**src/hdl/lvdrc_pkg.sv**
```systemverilog
// constants and types for the low-voltage detect and reset control block
//
// Overview of operation
// - supply below warning level sets warning flag; irq if enabled.
// - supply below detect level sets detect flag; then reset or interrupt.
// - detect reset holds chip in reset while supply stays below detect level.
// - detection works only in run, wait, stop; off in low-power modes.
// - detect trip select 0x00 low, 0x01 high; other codes reserved.
// - warning trip select picks one of four ascending levels, codes 0..3.
// - detect reset enable forces chip reset while the detect comparator reads low.
// - detect interrupt enable requests interrupt while detect flag set.
// - warning interrupt enable requests interrupt while warning flag set.
// - acknowledge clears its flag only once supply is above threshold.
// - acknowledge while supply still low leaves flag and interrupt set.
// - power-on supervision stays on except optionally in deepest leak stop.
// - leaving deepest leak stop re-enables supervision during recovery.
// - reset pin driven low on internal resets except very-low-leak wake.
// - long external reset pin pulse wakes device and sets pin source flag.
// - reset pin ignored when flash option byte pin enable is clear.
// - ramp-up: reset, release untrimmed, reassert on trim, release trimmed.
`default_nettype none
package lvdrc_pkg;
    // detect trip select codes
    localparam logic [1:0] LVDRC_DET_LOW   = 2'h0;
    localparam logic [1:0] LVDRC_DET_HIGH  = 2'h1;
    // warning trip select codes, ascending
    localparam logic [1:0] LVDRC_WARN_LOW  = 2'h0;
    localparam logic [1:0] LVDRC_WARN_MID1 = 2'h1;
    localparam logic [1:0] LVDRC_WARN_MID2 = 2'h2;
    localparam logic [1:0] LVDRC_WARN_HIGH = 2'h3;
    // power modes seen by the block
    localparam logic [2:0] LVDRC_MODE_RUN   = 3'h0;
    localparam logic [2:0] LVDRC_MODE_WAIT  = 3'h1;
    localparam logic [2:0] LVDRC_MODE_STOP  = 3'h2;
    localparam logic [2:0] LVDRC_MODE_VLP   = 3'h3;
    localparam logic [2:0] LVDRC_MODE_LLS   = 3'h4;
    localparam logic [2:0] LVDRC_MODE_VLLS  = 3'h5;
    localparam logic [2:0] LVDRC_MODE_DEEPEST = 3'h6;
    // pin filter time, ns, and its cycle count at 125 MHz
    localparam int LVDRC_PIN_FILT_NS  = 100;
    localparam int LVDRC_CLK_MHZ      = 125;
    localparam int LVDRC_PIN_FILT_CYC =
        (LVDRC_PIN_FILT_NS * LVDRC_CLK_MHZ + 999) / 1000;
    localparam logic [7:0] LVDRC_FILT_ZERO = 8'h00;
    // ramp-up sequence, gray-coded along the path
    typedef enum logic [2:0] {
        LVDRC_RAMP_POR    = 3'b000,
        LVDRC_RAMP_UNTRIM = 3'b001,
        LVDRC_RAMP_TRIM   = 3'b011,
        LVDRC_RAMP_DONE   = 3'b010
    } lvdrc_ramp_t;
    typedef struct packed {
        lvdrc_ramp_t ramp;
        logic        detect_flag;
        logic        warning_flag;
        logic        pin_src_flag;
        logic        in_vlls_wake;
        logic        por_off_armed;
        logic [7:0]  pin_cnt;
        logic [1:0]  pin_sync;
        logic [1:0]  det_sync;
        logic [1:0]  warn_sync;
        logic [1:0]  untrim_sync;
        logic [1:0]  trim_sync;
        logic        chip_rst;
        logic        pin_drive;
    } lvdrc_state_t;
endpackage : lvdrc_pkg
`default_nettype wire

```
**src/hdl/lvdrc_ctrl.sv**
```systemverilog
// low-voltage detect, warning and reset control logic
`timescale 1ns/100ps
`default_nettype none
module lvdrc_ctrl
(
    input  wire logic       mclk,
    input  wire logic       nrst,
    input  wire logic [2:0] power_mode,
    input  wire logic       detect_reset_en,
    input  wire logic       detect_irq_en,
    input  wire logic       warning_irq_en,
    input  wire logic [1:0] detect_trip_sel,
    input  wire logic [1:0] warning_trip_sel,
    input  wire logic       detect_ack,
    input  wire logic       warning_ack,
    input  wire logic       por_off_in_deepest,
    input  wire logic       below_detect,
    input  wire logic       below_warning,
    input  wire logic       trim_loaded,
    input  wire logic       above_untrimmed,
    input  wire logic       reset_pin_in,
    input  wire logic       reset_pin_enable,
    output logic            detect_flag,
    output logic            warning_flag,
    output logic            lv_irq,
    output logic [1:0]      detect_level,
    output logic [1:0]      warning_level,
    output logic            por_enable,
    output logic            chip_reset,
    output logic            reset_pin_out,
    output logic            reset_pin_oe,
    output logic            pin_reset_flag,
    output logic            pin_wake
);
    lvdrc_pkg::lvdrc_state_t st;
    lvdrc_pkg::lvdrc_state_t next_st;
    logic det_active;
    logic det_low;
    logic warn_low;
    logic pin_low;
    logic pin_fired;
    logic vlls_mode;

    // -------------------------------------------------------------
    // mode qualification
    // -------------------------------------------------------------
    assign det_active = (power_mode == lvdrc_pkg::LVDRC_MODE_RUN)
                     || (power_mode == lvdrc_pkg::LVDRC_MODE_WAIT)
                     || (power_mode == lvdrc_pkg::LVDRC_MODE_STOP);
    assign vlls_mode  = (power_mode == lvdrc_pkg::LVDRC_MODE_VLLS)
                     || (power_mode == lvdrc_pkg::LVDRC_MODE_DEEPEST);
    assign det_low  = st.det_sync[1] && det_active;
    assign warn_low = st.warn_sync[1] && det_active;
    // a disabled pin function never reads as low; our own drive on the
    // wire is masked, so an outside reset during it goes unseen
    assign pin_low  = !st.pin_sync[1] && reset_pin_enable
                   && !st.pin_drive;
    assign pin_fired = st.pin_cnt
        == 8'(lvdrc_pkg::LVDRC_PIN_FILT_CYC);

    // reserved detect codes fall back to the low level
    assign detect_level = (detect_trip_sel == lvdrc_pkg::LVDRC_DET_HIGH)
        ? lvdrc_pkg::LVDRC_DET_HIGH : lvdrc_pkg::LVDRC_DET_LOW;
    assign warning_level = warning_trip_sel;

    // -------------------------------------------------------------
    // next state
    // -------------------------------------------------------------
    always_comb
    begin
        next_st = st;
        next_st.det_sync  = {st.det_sync[0], below_detect};
        next_st.warn_sync = {st.warn_sync[0], below_warning};
        next_st.pin_sync  = {st.pin_sync[0], reset_pin_in};
        next_st.untrim_sync = {st.untrim_sync[0], above_untrimmed};
        next_st.trim_sync   = {st.trim_sync[0], trim_loaded};
        // flags: set wins over ack; ack only clears above threshold
        if (warning_ack && !warn_low)
        begin
            next_st.warning_flag = 1'b0;
        end
        if (warn_low)
        begin
            next_st.warning_flag = 1'b1;
        end
        if (detect_ack && !det_low)
        begin
            next_st.detect_flag = 1'b0;
        end
        if (det_low)
        begin
            next_st.detect_flag = 1'b1;
        end
        // pin filter counter saturates at the filter width
        if (!pin_low)
        begin
            next_st.pin_cnt = lvdrc_pkg::LVDRC_FILT_ZERO;
        end
        else if (!pin_fired)
        begin
            next_st.pin_cnt = st.pin_cnt + 8'h01;
        end
        if (pin_fired)
        begin
            next_st.pin_src_flag = 1'b1;
        end
        // latch power-on disable choice at entry to deepest stop
        if (power_mode == lvdrc_pkg::LVDRC_MODE_DEEPEST)
        begin
            if (!st.in_vlls_wake)
            begin
                next_st.por_off_armed = por_off_in_deepest;
            end
            next_st.in_vlls_wake = 1'b1;
        end
        else if (vlls_mode)
        begin
            next_st.in_vlls_wake = 1'b1;
        end
        else if (st.chip_rst)
        begin
            // recovery reset issued, supervision back on
            next_st.in_vlls_wake  = 1'b0;
            next_st.por_off_armed = 1'b0;
        end
        if (power_mode != lvdrc_pkg::LVDRC_MODE_DEEPEST)
        begin
            next_st.por_off_armed = 1'b0;
        end
        // ramp-up sequence
        case (st.ramp)
            lvdrc_pkg::LVDRC_RAMP_POR:
            begin
                if (st.untrim_sync[1])
                begin
                    next_st.ramp = lvdrc_pkg::LVDRC_RAMP_UNTRIM;
                end
            end
            lvdrc_pkg::LVDRC_RAMP_UNTRIM:
            begin
                if (st.trim_sync[1])
                begin
                    next_st.ramp = lvdrc_pkg::LVDRC_RAMP_TRIM;
                end
            end
            lvdrc_pkg::LVDRC_RAMP_TRIM:
            begin
                // comparator is now on the trimmed level
                if (!st.det_sync[1])
                begin
                    next_st.ramp = lvdrc_pkg::LVDRC_RAMP_DONE;
                end
            end
            lvdrc_pkg::LVDRC_RAMP_DONE:
            begin
                next_st.ramp = lvdrc_pkg::LVDRC_RAMP_DONE;
            end
            default:
            begin
                next_st.ramp = lvdrc_pkg::LVDRC_RAMP_POR;
            end
        endcase
        // chip reset sources
        // detect reset follows the comparator, not the sticky flag, so
        // software can still acknowledge once the supply is back
        next_st.chip_rst = (next_st.ramp == lvdrc_pkg::LVDRC_RAMP_POR)
            || (next_st.ramp == lvdrc_pkg::LVDRC_RAMP_TRIM)
            || (detect_reset_en && det_low)
            || (next_st.in_vlls_wake && !vlls_mode)
            || pin_fired;
        // held pins block the driven reset on very-low-leak recovery
        next_st.pin_drive = next_st.chip_rst && !pin_fired
            && !next_st.in_vlls_wake;
    end

    // -------------------------------------------------------------
    // state register
    // -------------------------------------------------------------
    always_ff @(posedge mclk or negedge nrst)
    begin
        if (!nrst)
        begin
            st.ramp          <= lvdrc_pkg::LVDRC_RAMP_POR;
            st.detect_flag   <= 1'b0;
            st.warning_flag  <= 1'b0;
            st.pin_src_flag  <= 1'b0;
            st.in_vlls_wake  <= 1'b0;
            st.por_off_armed <= 1'b0;
            st.pin_cnt       <= lvdrc_pkg::LVDRC_FILT_ZERO;
            st.pin_sync      <= 2'h3;
            st.det_sync      <= 2'h0;
            st.warn_sync     <= 2'h0;
            st.untrim_sync   <= 2'h0;
            st.trim_sync     <= 2'h0;
            st.chip_rst      <= 1'b1;
            st.pin_drive     <= 1'b1;
        end
        else
        begin
            st <= next_st;
        end
    end

    // -------------------------------------------------------------
    // outputs
    // -------------------------------------------------------------
    assign detect_flag    = st.detect_flag;
    assign warning_flag   = st.warning_flag;
    assign lv_irq = (st.detect_flag && detect_irq_en)
                 || (st.warning_flag && warning_irq_en);
    assign por_enable     = !st.por_off_armed;
    assign chip_reset     = st.chip_rst;
    assign reset_pin_out  = 1'b0;
    assign reset_pin_oe   = st.pin_drive;
    assign pin_reset_flag = st.pin_src_flag;
    assign pin_wake       = pin_fired;

    // -------------------------------------------------------------
    // checks
    // -------------------------------------------------------------
    property p_warn_set;
        @(posedge mclk) disable iff (!nrst)
        warn_low |=> warning_flag;
    endproperty
    a_warn_set: assert property (p_warn_set)
        else $error("warning flag not set");

    property p_det_set;
        @(posedge mclk) disable iff (!nrst)
        det_low |=> detect_flag;
    endproperty
    a_det_set: assert property (p_det_set)
        else $error("detect flag not set");

    property p_det_hold;
        @(posedge mclk) disable iff (!nrst)
        (det_low && detect_reset_en) |=> chip_reset;
    endproperty
    a_det_hold: assert property (p_det_hold)
        else $error("reset released while below detect");

    property p_mode_off;
        @(posedge mclk) disable iff (!nrst)
        (!det_active && !detect_flag && !detect_ack) |=> !detect_flag;
    endproperty
    a_mode_off: assert property (p_mode_off)
        else $error("detect flag set in low-power mode");

    property p_ack_low;
        @(posedge mclk) disable iff (!nrst)
        (detect_ack && det_low) |=> detect_flag;
    endproperty
    a_ack_low: assert property (p_ack_low)
        else $error("detect flag cleared while low");

    property p_ack_clr;
        @(posedge mclk) disable iff (!nrst)
        (warning_ack && !warn_low) |=> !warning_flag;
    endproperty
    a_ack_clr: assert property (p_ack_clr)
        else $error("warning flag not cleared by ack");

    property p_irq;
        @(posedge mclk) disable iff (!nrst)
        lv_irq == ((detect_flag && detect_irq_en)
                || (warning_flag && warning_irq_en));
    endproperty
    a_irq: assert property (p_irq)
        else $error("interrupt request mismatch");

    property p_pin_flag;
        @(posedge mclk) disable iff (!nrst)
        (!reset_pin_enable)[*3] |=> $stable(pin_reset_flag);
    endproperty
    a_pin_flag: assert property (p_pin_flag)
        else $error("pin flag changed with pin disabled");

    property p_vlls_pin;
        @(posedge mclk) disable iff (!nrst)
        vlls_mode |=> !reset_pin_oe;
    endproperty
    a_vlls_pin: assert property (p_vlls_pin)
        else $error("reset pin driven in very-low-leak wake");

    property p_ramp_trim;
        @(posedge mclk) disable iff (!nrst)
        (st.ramp == lvdrc_pkg::LVDRC_RAMP_TRIM) |-> chip_reset;
    endproperty
    a_ramp_trim: assert property (p_ramp_trim)
        else $error("reset not held after trim load");

    property p_wake_rst;
        @(posedge mclk) disable iff (!nrst)
        (st.in_vlls_wake && !vlls_mode && !st.chip_rst)
            |=> (chip_reset && !reset_pin_oe);
    endproperty
    a_wake_rst: assert property (p_wake_rst)
        else $error("no quiet reset on very-low-leak wake");
endmodule // lvdrc_ctrl
`default_nettype wire

```
**config.mk**
```make
export PLATFORM = sky130hd
export DESIGN_NAME = lvdrc_ctrl
export DESIGN_NICKNAME = d
export VERILOG_FILES = /design/src/hdl/lvdrc_pkg.sv /design/src/hdl/lvdrc_ctrl.sv
export SDC_FILE = /design/constraint.sdc
export NUM_CORES = 1
export LEC_CHECK = 0
export ABC_AREA = 1
export BUFFER_PORTS_ARGS = -buffer_cell sky130_fd_sc_hd__clkbuf_2
export CAP_MARGIN = 40
export CORE_ASPECT_RATIO = 0.5
export CORE_MARGIN = 3
export CORE_UTILIZATION = 45
export CTS_CLUSTER_SIZE = 40
export DETAILED_ROUTE_END_ITERATION = 8
export GPL_TIMING_DRIVEN = 0
export PLACE_DENSITY = 0.71
export SKIP_LAST_GASP = 1
export SLEW_MARGIN = 20
export SYNTH_ARGS = -nofsm -noshare
export SYNTH_HDL_FRONTEND = slang
export SYNTH_SLANG_ARGS = --single-unit
```
**constraint.sdc**
```tcl
create_clock -name mclk -period 2.3 [get_ports mclk]
set_input_delay 0.345 -clock mclk [delete_from_list [all_inputs] [get_ports mclk]]
set_output_delay 0.345 -clock mclk [all_outputs]
set_load 0.01 [all_outputs]
```
* After elaboration in Yosys (flattened, before gate mapping)
Cells that the tools add are included.
Word-level totals: register bits after elaboration 28, word-level logic and storage cells 81, bits of input ports 21
Operators by class: multiplexer cells 17, reductions and logical operators 35, equality and inequality tests 14, $add $sub $neg 1
Operator list (number):
- 2-to-1 mux 8 bit | 2
- == test 3 x 2 -> 1 bit, second input constant | 4
- logical AND 1 bit | 12
- case mux 3 bit (4 select lines) | 1
- logical NOT 3 bit | 3
- 2-to-1 mux 1 bit | 9
- 2-to-1 mux 3 bit | 3
- adder 8 x 1 -> 8 bit, second input constant | 1
- == test 8 x 4 -> 1 bit, second input constant | 1
- logical NOT 1 bit | 8
- logical OR 1 bit | 8
- == test 3 x 1 -> 1 bit, second input constant | 2
- == test 3 bit, second input constant | 2
- 2-to-1 mux 2 bit | 2
- nonzero test 2 bit | 2
- != test 3 x 1 -> 1 bit, second input constant | 1
- != test 3 x 2 -> 1 bit, second input constant | 1
- != test 3 bit, second input constant | 1
- AND reduction 3 bit | 1
- nonzero test 3 bit | 1
- == test 2 x 1 -> 1 bit, second input constant | 1
- != test 2 bit, second input constant | 1

* Longest topological paths before layout
depth after elaboration 10, mapped depth 8, gate-level depth less buffers 8

* Worst setup path after synthesis
Ideal clock, no wire load.
path kind register -> output, from register st[13] (netlist name), to output port pin_wake, buffers on the path 0, stages on the path, launching flop included 5, arrival time 0.863 ns, slack 1.092 ns, data required time 1.955 ns, cells stage by stage dfrtp_1 -> inv_1 -> ha_1 -> nand4_4 -> inv_2
Between the ends: word-level cells in the longest chain between the ends 1
Ends and longest elaborated chain:
- start, declared | RTL line lvdrc_ctrl.sv:35 | lvdrc_pkg::lvdrc_state_t st;
- start signal, assigned | RTL line lvdrc_ctrl.sv:200 | st <= next_st;
- == test 8 x 4 -> 1 bit | RTL line lvdrc_ctrl.sv:59 | == 8'(lvdrc_pkg::LVDRC_PIN_FILT_CYC);
- end, declared | RTL line lvdrc_ctrl.sv:33 | output logic pin_wake
No other way between the ends.

* Worst setup path in the final report
Same ends and word-level chain as after synthesis.

==> results by group <==
Critical path
  – Crit-path max FO: 7
  – Crit path DAT: between 1 and 1.5 ns
  – Worst Setup SP: st[13]$_DFFE_PN0P_
  – Crit path to: pin_wake
  – Worst R2R Start: st[12]$_DFFE_PN0P_
  – Reg2reg setup slack: 1.11 ns
  – Crit Path Class: flip-flop to primary output
  – Critical Path RT: roughly 2.0 ns
  – Worst Reg-to-Reg Cells: 4
  – Worst flop-to-flop path endpoint: pin_reset_flag$_DFFE_PN0P_
  – Kind of end point of the critical path: primary output
  – Startpoint types: flip-flop

Synth
  – Top_reg_cell synth: dfrtp_1
  – Mapped cell area: about 1200 µm²
  – Post-synth cell types: 23
  – Synth warn: 0
  – Average cell area after synthesis: roughly 10 µm²
  – FFs w/ async S/R, synth: between 90% and 100%
  – Post-synthesis sequential area ratio: 58.7%
  – Cell count after synthesis: about 120
  – Flops & latches, synth: 28
  – Post-synth EDFFs: 0

CTS
  – Cts repair resizes: 0
  – CTS clk-pin slew, worst paths: approximately 0.090 ns
  – Hold-fix buffers at CTS: 0
  – Clock root cell: clkbuf_8
  – Maximum clock insertion buffer count: 2
  – Sink Count: 28
  – CTS tree: built
  – H-tree lvl count: 1
  – Cts bufs inserted: 3
  – Postcts setup bufs: 0
  – Clock latency on the worst-skew pair: between 0.2 and 0.3 ns

Placement
  – Hpwl dp: roughly 1.5 mm
  – GP Congestion: around 0.84
  – Number of port buffers: 29
  – Placed Area: ~1400 µm²

Timing
  – Clock Skew: 0.00285 ns
  – Final setup viols: 0
  – Fin. max-slew vios: 0
  – Final hold vios: 0
  – Tightest Pin Transition: approximately 0.66 ns
  – Minimum clock period: between 1.5 and 2 ns
  – Final period util: approximately three quarters
  – Max transition margin: roughly 56%
  – RSZ-0062 raised after global routing: false
  – Final hold slack: 0.0839 ns
  – F_max: roughly 590 MHz
  – Setup TNS: 0 ns

Status
  – Run status: finished, final reports clean

Finish
  – Finished Cell Area: approximately 1400 µm²
  – ANT cells: 0
  – Final #Nets: between 150 and 200
  – Area grow syn2layout: 20.1%
  – Layout cell share with drive strength beyond 1: about 31%

Route
  – DRC: 0
  – Initial DRC Count: between 40 and 50
  – Antenna-violating nets left: 0
  – Drt total wl: between 1.5 and 2 mm
  – Overall via count from detail_route: around 850
  – 1st-pass router iterations: 4
  – Drt wl/cell: 10.3 µm
  – Vias per inst: between 4 and 5

Die
  – Starting Density: 50.6%
  – DIE AREA: between 3000 and 4000 µm²
  – Core Region: 2370 µm²
  – Die Wd: around 80 µm
  – # IOs: 34
  – Row count: 12
  – Die Y: between 40 and 50 µm

Job
  – Maximum capacitance violations: 0

Global route
  – Largest net degree at the start of global routing: 29
  – First-pass GRT wire length: around 3.5 mm
  – Tot GR Track Use: between 10% and 20%
  – Antenna violations before repair: 0
  – Vias in the first global route: approximately 810
  – Grt ovf: 0

Pwr
  – Worst IR drop on VDD: 0.000320 V
  – Power per cell area: between 600 and 700 nW/µm²
  – Static leakage: about 0.74 nW

Worst hold path
  – Hold/Removal Path Class: input pin to asynchronous set/reset pin
## area by class of cell
cell class                      instances  area, µm²
Tap cell                               35       43.8
Buffer                                  4       30.0
Multi-Input combinational cell         69        387
Sequential cell                        28        706
Inverter                               23       86.3
Fill cell                             219        930
Clock buffer                            4       45.0
Timing Repair Buffer                   29        145
## state kept, by name, summed over array words and instances, names as in the netlist
name,cells
next_st,5
reset_pin_oe,1
chip_reset,1
detect_flag,1
pin_reset_flag,1
st,18
warning_flag,1
## cells in the final DEF, fill, tap and decap left out, drive strengths merged
cell type and instances:
a21oi 4, a22o 1, a31oi 3, buf 4, clkbuf 33, conb 3, dfrtp 24, dfstp 4
ha 2, inv 23, nand2 18, nand3 11, nand4 3, nor2 10, nor3 1, nor3b 1
nor4 1, o21ai 9, or2 1, xor2 1
## stage by stage
step           util (%)  instances  power, mW  setup WS, ns
2_1_floorplan         -        124      0.608          1.09
3_3_place_gp       58.9        188      0.655         0.919
3_5_place_dp       58.9        188      0.659         0.914
4_1_cts            60.8        192      0.933         0.594
5_1_grt            60.8        192      0.966         0.527
6_report           60.8        192      0.913         0.618
## Yosys cell counts, drive strengths merged (2+ instances only)
master  number  area, µm²
a31oi        3       18.8
ha           2       25.0
nand2       18       67.6
a21oi        4       31.3
dfstp        4        105
inv         23       86.3
nand4        3       33.8
nand3       11       55.1
nor2        10       45.1
o21ai        9       45.0
buf          4       30.0
dfrtp       24        601
## logic make-up (layout without fill, tap and decap cells)
family          after synthesis  after routing  synth area share (%)
xor+xnor                      1              1                 0.729
buf+inv                      27             60                  9.69
other cells                   1              3                 0.312
compound gates               17             17                  8.65
fa+ha+maj                     2              2                  2.08
flops                        28             28                  58.8
simple gates                 46             46                  19.8
## worst min path at each step
stage / startpoint / to / slack (ns) / cells past startpoint
finish: nrst / warning_flag$_DFFE_PN0P_ / 0.08 / 1
global route: reset_pin_in / next_st[11]$_DFF_PN1_ / 0.13 / 1
CTS: nrst / next_st[9]$_DFF_PN0_ / 0.11 / 1
detailed placement: next_st[7]$_DFF_PN0_ / st[7]$_DFF_PN0_ / 0.34 / 0
global placement: next_st[7]$_DFF_PN0_ / st[7]$_DFF_PN0_ / 0.33 / 0
floorplan: nrst / detect_flag$_DFFE_PN0P_ / 0.05 / 0
## routing by layer
| metal | global-route usage, % | routed length [µm] |
|---|---|---|
| met5 | 0 | 0 |
| met4 | 8.22 | 53 |
| met3 | 4.72 | 129 |
| met2 | 21.7 | 935 |
| met1 | 16.8 | 858 |
## power by group
group / switching [mW] / leakage [nW] / internal, mW
Clock: 0.142 / 0.0228 / 0.124
Combinational: 0.0595 / 0.367 / 0.0455
Sequential: 0.0178 / 0.350 / 0.524
## critical path, cell delays in order, from the launching register on
cell	delay, ns
dfrtp_1	0.42
inv_1	0.07
ha_1	0.18
nand4_4	0.16
inv_2	0.11
clkbuf_2	0.13
Power figures use the tool's default switching activity.
